<file path="src/hw/bpa_pkg.sv">
// Shared constants and types for the burst period average readout block.
package bpa_pkg;
  localparam int unsigned CLK_PERIOD_NS = 40;
  localparam int unsigned TENTH_US_NS   = 100;
  localparam int unsigned AVG_CYCLES    = 10;
  localparam int unsigned DIGITS        = 5;
  localparam int unsigned ID_W          = 4;
  localparam int unsigned MARKS         = 256;
  localparam int unsigned PRESCALE      = AVG_CYCLES * TENTH_US_NS / CLK_PERIOD_NS;
  localparam logic [4:0]  PRESCALE_LAST = 5'(PRESCALE - 1);
  localparam logic [3:0]  EDGE_LAST     = 4'(AVG_CYCLES);
  localparam logic [3:0]  BCD_NINE      = 4'h9;
  localparam logic [3:0]  BCD_ZERO      = 4'h0;
  localparam logic [3:0]  ID_RESET      = 4'h0;
  typedef enum logic [1:0] {ST_IDLE, ST_ARM, ST_COUNT} bpa_state_type;
endpackage

</file>
<file path="src/hw/bpa_bcd_digit.sv">
// One decade of a cascadable binary coded decimal counter.
`timescale 1ns/1ns
`default_nettype none
module bpa_bcd_digit
  import bpa_pkg::*;
(
  // Clock and control
  input  wire logic       ref_clk_i,
  input  wire logic       resetn_i,
  input  wire logic       ce_i,
  input  wire logic       clr_i,
  input  wire logic       inc_i,
  // Digit value and carry to the next decade
  output logic [3:0]      digit_o,
  output logic            carry_o
);
  assign carry_o = inc_i && (digit_o == BCD_NINE);

  always_ff @(posedge ref_clk_i) begin
    if (!resetn_i) begin
      digit_o <= BCD_ZERO;
    end else if (ce_i) begin
      if (clr_i) begin
        digit_o <= BCD_ZERO;
      end else if (carry_o) begin
        digit_o <= BCD_ZERO;
      end else if (inc_i) begin
        digit_o <= digit_o + 4'h1;
      end
    end
  end
endmodule
`default_nettype wire

</file>
<file path="src/hw/bpa_readout.sv">
// Burst period averaging, selection gating and printer and display readout.
`timescale 1ns/1ns
`default_nettype none
//
// Function
// - Average period over ten subcarrier cycles.
// - Result goes to printer in BCD.
// - Print carries sequence, frame, channel numbers.
// - Show each selected result on five-digit display.
// - Quantity is period in microseconds.
// - 289 selection bits gate the readout.
// - Readout keeps up with 55 bursts/second.
// - Lock mode processes digital and analog.
// - Search mode processes analog only.
// - One to sixteen channels and frames.
// - 256 bits gate individual channel marks.
// - Five digits, tenth microsecond resolution.
module bpa_readout
  import bpa_pkg::*;
(
  // Clock, reset and clock enable
  input  wire logic                  ref_clk_i,
  input  wire logic                  resetn_i,
  input  wire logic                  ce_i,
  // Synchronizing section
  input  wire logic                  lock_i,
  input  wire logic                  frame_sync_i,
  input  wire logic                  chan_mark_i,
  input  wire logic                  burst_gate_i,
  input  wire logic                  cycle_edge_i,
  // Format programming, count minus one
  input  wire logic [ID_W-1:0]       chans_last_i,
  input  wire logic [ID_W-1:0]       frames_last_i,
  // Operator selection switches
  input  wire logic [MARKS-1:0]      mark_en_i,
  input  wire logic [15:0]           frame_en_i,
  input  wire logic [15:0]           seq_en_i,
  input  wire logic                  readout_en_i,
  // Printer handshake
  input  wire logic                  print_ack_i,
  output logic                       print_req_o,
  output logic [4*DIGITS-1:0]        print_bcd_o,
  output logic [ID_W-1:0]            print_seq_o,
  output logic [ID_W-1:0]            print_frame_o,
  output logic [ID_W-1:0]            print_chan_o,
  // Display and status
  output logic [4*DIGITS-1:0]        disp_bcd_o,
  output logic                       disp_upd_o,
  output logic                       digital_en_o,
  output logic                       lost_o
);
  bpa_state_type   state_r;
  logic [ID_W-1:0] chan_r;
  logic [ID_W-1:0] frame_r;
  logic [ID_W-1:0] seq_r;
  logic [ID_W-1:0] b_chan_r;
  logic [ID_W-1:0] b_frame_r;
  logic [ID_W-1:0] b_seq_r;
  logic [3:0]      edges_r;
  logic [4:0]      pre_r;
  logic            clr_acc;
  logic            tick;
  logic            all_nine;
  logic            done;
  logic            selected;
  logic [DIGITS:0] carry;
  logic [4*DIGITS-1:0] acc;

  // Format counters: channel wraps at the programmed count, then frame, then sequence.
  always_ff @(posedge ref_clk_i) begin
    if (!resetn_i) begin
      chan_r  <= ID_RESET;
      frame_r <= ID_RESET;
      seq_r   <= ID_RESET;
    end else if (ce_i) begin
      if (frame_sync_i) begin
        chan_r  <= ID_RESET;
        frame_r <= ID_RESET;
      end else if (chan_mark_i && state_r == ST_IDLE) begin
        if (chan_r >= chans_last_i) begin
          chan_r <= ID_RESET;
          if (frame_r >= frames_last_i) begin
            frame_r <= ID_RESET;
            seq_r   <= seq_r + 4'h1;
          end else begin
            frame_r <= frame_r + 4'h1;
          end
        end else begin
          chan_r <= chan_r + 4'h1;
        end
      end
    end
  end

  // Measurement sequence: a channel mark arms, the first edge starts timing,
  // the tenth further edge ends it. Analog work continues in search mode.
  assign done = (state_r == ST_COUNT) && cycle_edge_i && (edges_r == EDGE_LAST - 4'h1);

  always_ff @(posedge ref_clk_i) begin
    if (!resetn_i) begin
      state_r   <= ST_IDLE;
      edges_r   <= 4'h0;
      b_chan_r  <= ID_RESET;
      b_frame_r <= ID_RESET;
      b_seq_r   <= ID_RESET;
    end else if (ce_i) begin
      case (state_r)
        ST_IDLE: begin
          if (chan_mark_i && !frame_sync_i) begin
            b_chan_r  <= chan_r;
            b_frame_r <= frame_r;
            b_seq_r   <= seq_r;
            state_r   <= ST_ARM;
          end
        end
        ST_ARM: begin
          edges_r <= 4'h0;
          if (!burst_gate_i) begin
            state_r <= ST_IDLE;
          end else if (cycle_edge_i) begin
            state_r <= ST_COUNT;
          end
        end
        ST_COUNT: begin
          // A burst too short for ten cycles is abandoned without a result.
          if (done || !burst_gate_i) begin
            state_r <= ST_IDLE;
          end else if (cycle_edge_i) begin
            edges_r <= edges_r + 4'h1;
          end
        end
        default: state_r <= ST_IDLE;
      endcase
    end
  end

  // Ten periods at 40 ns per clock: one count per 25 clocks is one tenth of a
  // microsecond of the average, so no divider is needed.
  assign clr_acc = (state_r == ST_ARM);
  assign tick    = (state_r == ST_COUNT) && (pre_r == PRESCALE_LAST);

  always_ff @(posedge ref_clk_i) begin
    if (!resetn_i) begin
      pre_r <= 5'h00;
    end else if (ce_i) begin
      if (state_r != ST_COUNT || pre_r == PRESCALE_LAST) begin
        pre_r <= 5'h00;
      end else begin
        pre_r <= pre_r + 5'h01;
      end
    end
  end

  // Saturate at all nines rather than wrap on an overlong burst.
  assign all_nine = (acc == {DIGITS{BCD_NINE}});
  assign carry[0] = tick && !all_nine;

  genvar g;
  generate
    for (g = 0; g < DIGITS; g++) begin : g_dec
      bpa_bcd_digit u_digit (
        .ref_clk_i (ref_clk_i),
        .resetn_i  (resetn_i),
        .ce_i      (ce_i),
        .clr_i     (clr_acc),
        .inc_i     (carry[g]),
        .digit_o   (acc[4*g +: 4]),
        .carry_o   (carry[g+1])
      );
    end
  endgenerate

  // 256 channel marks, 16 frame and 16 sequence switches and one master switch.
  assign selected = readout_en_i && mark_en_i[{b_frame_r, b_chan_r}] &&
                    frame_en_i[b_frame_r] && seq_en_i[b_seq_r];

  // A result arriving while the printer is still busy is shown but not printed;
  // the handshake paces the printer at whatever rate it can take.
  always_ff @(posedge ref_clk_i) begin
    if (!resetn_i) begin
      print_req_o   <= 1'b0;
      print_bcd_o   <= '0;
      print_seq_o   <= ID_RESET;
      print_frame_o <= ID_RESET;
      print_chan_o  <= ID_RESET;
    end else if (ce_i) begin
      // A result in the acknowledge cycle is loaded, so no result is lost there.
      if (done && selected && (!print_req_o || print_ack_i)) begin
        print_req_o   <= 1'b1;
        print_bcd_o   <= acc;
        print_seq_o   <= b_seq_r;
        print_frame_o <= b_frame_r;
        print_chan_o  <= b_chan_r;
      end else if (print_req_o && print_ack_i) begin
        print_req_o <= 1'b0;
      end
    end
  end

  always_ff @(posedge ref_clk_i) begin
    if (!resetn_i) begin
      disp_bcd_o <= '0;
      disp_upd_o <= 1'b0;
    end else if (ce_i) begin
      disp_upd_o <= done && selected;
      if (done && selected) begin
        disp_bcd_o <= acc;
      end
    end
  end

  always_ff @(posedge ref_clk_i) begin
    if (!resetn_i) begin
      digital_en_o <= 1'b0;
      lost_o       <= 1'b0;
    end else if (ce_i) begin
      digital_en_o <= lock_i;
      lost_o       <= done && selected && print_req_o && !print_ack_i;
    end
  end
endmodule
`default_nettype wire

</file>
<file path="config.mk">
export PLATFORM = sky130hd
export DESIGN_NAME = bpa_readout
export DESIGN_NICKNAME = d
export VERILOG_FILES = /design/src/hw/bpa_pkg.sv /design/src/hw/bpa_bcd_digit.sv /design/src/hw/bpa_readout.sv
export SDC_FILE = /design/constraint.sdc
export NUM_CORES = 1
export LEC_CHECK = 0
export ABC_AREA = 1
export BUFFER_PORTS_ARGS = -buffer_cell sky130_fd_sc_hd__buf_2
export CAP_MARGIN = 20
export CORE_UTILIZATION = 29
export DETAILED_ROUTE_END_ITERATION = 8
export PLACE_DENSITY = 0.65
export SLEW_MARGIN = 10
export SYNTH_ARGS = -nofsm -noshare
export SYNTH_HDL_FRONTEND = slang
export SYNTH_HIERARCHICAL = 1
export SYNTH_SLANG_ARGS = --single-unit
</file>
<file path="constraint.sdc">
create_clock -name ref_clk_i -period 5.4 [get_ports ref_clk_i]
set_input_delay 0.54 -clock ref_clk_i [delete_from_list [all_inputs] [get_ports ref_clk_i]]
set_output_delay 0.54 -clock ref_clk_i [all_outputs]
set_load 0.05 [all_outputs]
</file>
==> metrics.md <==
| Metric | Value |
|---|---|
| Setup violators final | 0 |
| Fmax | 268 MHz |
| Gr ovfl total | 0 |
| Crit path time final | 3740 ps |
| ANT nets after route | 0 |
| Sw frac | 32.7% |
| Final nets | 2141 |
| # hold bufs at CTS | 0 |
| Die height | 175 µm |
| Slew Viols, Final | 0 |
| P_int | 1.41 mW |
| Max clock buf depth | 2 |
| Max-slew headroom | 36.6% |
| Clock slew seen by the registers of the worst setup and hold paths | 80 ps |
| Ports | 362 |
| Worst-path fanout max | 78 |
| CTS tree | built |
| # port buffers | 361 |
| Post-Syn Instances | 1510 |
| Starting Density | 29.8% |
| Root Buffer | clkbuf_16 |
| Pin count of the biggest net entering global routing | 79 |
| Final period utilization | 69.2% |
| Worst Skew | 10.7 ps |
| Initial antenna violation count | 6 |
| Worst-margin pin slew | 951 ps |
| Post-CTS Setup Repair Bufs | 0 |
| Combinational share of power | 25.1% |
| Routed WL per cell | 16.1 µm |
| GR Util All Layers | 22.7% |
| Register share of total power | 40.7% |
| # fillers | 3276 |
| Reg area | 2230 µm² |
| RSZ-0062 raised after global routing | false |
| CTS HTree Levels | 3 |
| CP Capture Type | flop |
| Multi-input logic area | 5150 µm² |
| Post-Synthesis Cell Area | 8650 µm² |
| Layout cells sized above 1 | 23.2% |
| Final core occ | 37.8% |
| Layout Cells excl Fill | 2204 |
| Worst Setup Path Type | flop to flop |
| Die X | 175 µm |
| Row count | 62 |
| Clock share of power | 34.1% |
| Worst-Skew Late Latency | 360 ps |
| Crit path required time | 5700 ps |
| # resized after CTS | 0 |
| Routed WL | 35600 µm |
| Post-Place Cells | 2182 |
| Max cap viols | 0 |
| CORE AREA | 29000 µm² |
| P per Cell Area | 191 nW/µm² |
| Switch Pwr | 0.685 mW |
| Worst hold-check path type | primary input to flop |
| Final Hold Viols | 0 |
| Status | finished clean |
| Synth warnings | 6 |
| Die area | 30500 µm² |
| Syn_nets | 1841 |
| Post-DP HPWL | 27200 µm |
| Clock sink count | 111 |
| Routed vias | 10790 |
| Routability-driven placement congestion ratio | 0.998 |
| Vias in the first global route | 10263 |
| Initial DRC Count | 845 |
| First-pass GRT wire length | 55000 µm |
| Syn Area/Cell | 5.73 µm² |
| Via density | 4.90 |
| Max VDD drop | 0.000159 V |
| Setup crit start kind | flop |
| Setup_tns | 0 ps |
| # DRC | 0 |
| Data arrival, critical path | 4040 ps |
| Drt first pass iters | 7 |
| Lkg Pwr | 5.71 nW |
| Number of buffers created by CTS | 9 |
| Area Overhead vs Synth | 26.9% |
==> state kept, by name, indices dropped and copies added, names as in the netlist, 5 cells and up <==
name and cells:
pre_r 5, print_bcd_o 20, disp_bcd_o 20, g_dec.u_digit/digit_o 20
==> layer usage <==
layer | vias to the layer above | GRT usage [%] | share of wire (%)
met5 | - | 0 | 0.037
li1 | 5424 | - | -
met2 | 395 | 39.2 | 48
met1 | 4911 | 28.7 | 43
met3 | 58 | 3.33 | 5.9
met4 | 2 | 7.72 | 2.9
==> final timing paths <==
kind / startpoint / end / slack [ps] / cells after the start
setup / recovery: b_chan_r[0] / print_bcd_o[15] / 1660 / 16
hold / removal: lock_i / digital_en_o / 410 / 3
hold reg to reg: seq_r[3] / seq_r[3] / 500 / 1
setup reg to reg: b_chan_r[0] / print_bcd_o[15] / 1660 / 16
==> power by group through the flow <==
stage,sequential [mW],clock [mW],combinational (mW)
2_1_floorplan,0.860,0,0.317
4_1_cts,0.854,0.736,0.523
3_5_place_dp,0.873,0,0.521
5_1_grt,0.857,0.767,0.586
6_report,0.854,0.716,0.527
3_3_place_gp,0.873,0,0.519
==> layout make-up <==
cell class                 count  share of cell area, %
sequential                   111                   20.3
multi-input combinational   1082                   46.9
antenna                        5                  0.114
timing repair buffer         377                   17.6
clock buffer                  10                   2.18
clock inverter                 6                  0.707
inverter                     229                   7.86
tap                          384                   4.38
==> cells in the final DEF, fill, tap and decap left out, types with 6 or more instances in the layout <==
| master | n |
|---|---|
| buf_2 | 361 |
| nor2_1 | 91 |
| a22oi_1 | 8 |
| dfxtp_1 | 109 |
| a21oi_1 | 55 |
| inv_1 | 222 |
| nand4_1 | 73 |
| nand3_1 | 265 |
| clkbuf_16 | 9 |
| buf_4 | 16 |
| nand2_1 | 478 |
| xor2_1 | 6 |
| o21ai_0 | 28 |
| ha_1 | 25 |
| nand2_2 | 6 |
==> per-stage QoR <==
step	instance area (µm²)	power [mW]	setup WS, ps	hold slack, ps
6_report	11000	2.10	1660	406
2_1_floorplan	8650	1.18	2940	456
3_3_place_gp	10600	1.39	1710	471
4_1_cts	11000	2.11	1680	397
3_5_place_dp	10600	1.39	1700	467
5_1_grt	11000	2.21	1230	435
==> critical path, stage by stage, from the launching register on <==
cell,delay (ps)
dfxtp_4,570
clkinv_2,120
buf_4,580
nand2_1,120
nand3_1,120
nand3_1,240
nand3_1,190
nand2_1,70
nand2_1,50
nand3_1,80
nand3_1,110
nand3_1,80
nand2_2,290
nand3_2,580
nand2_1,220
inv_1,60
nor2_1,90
(Power assumes the default switching activity.)
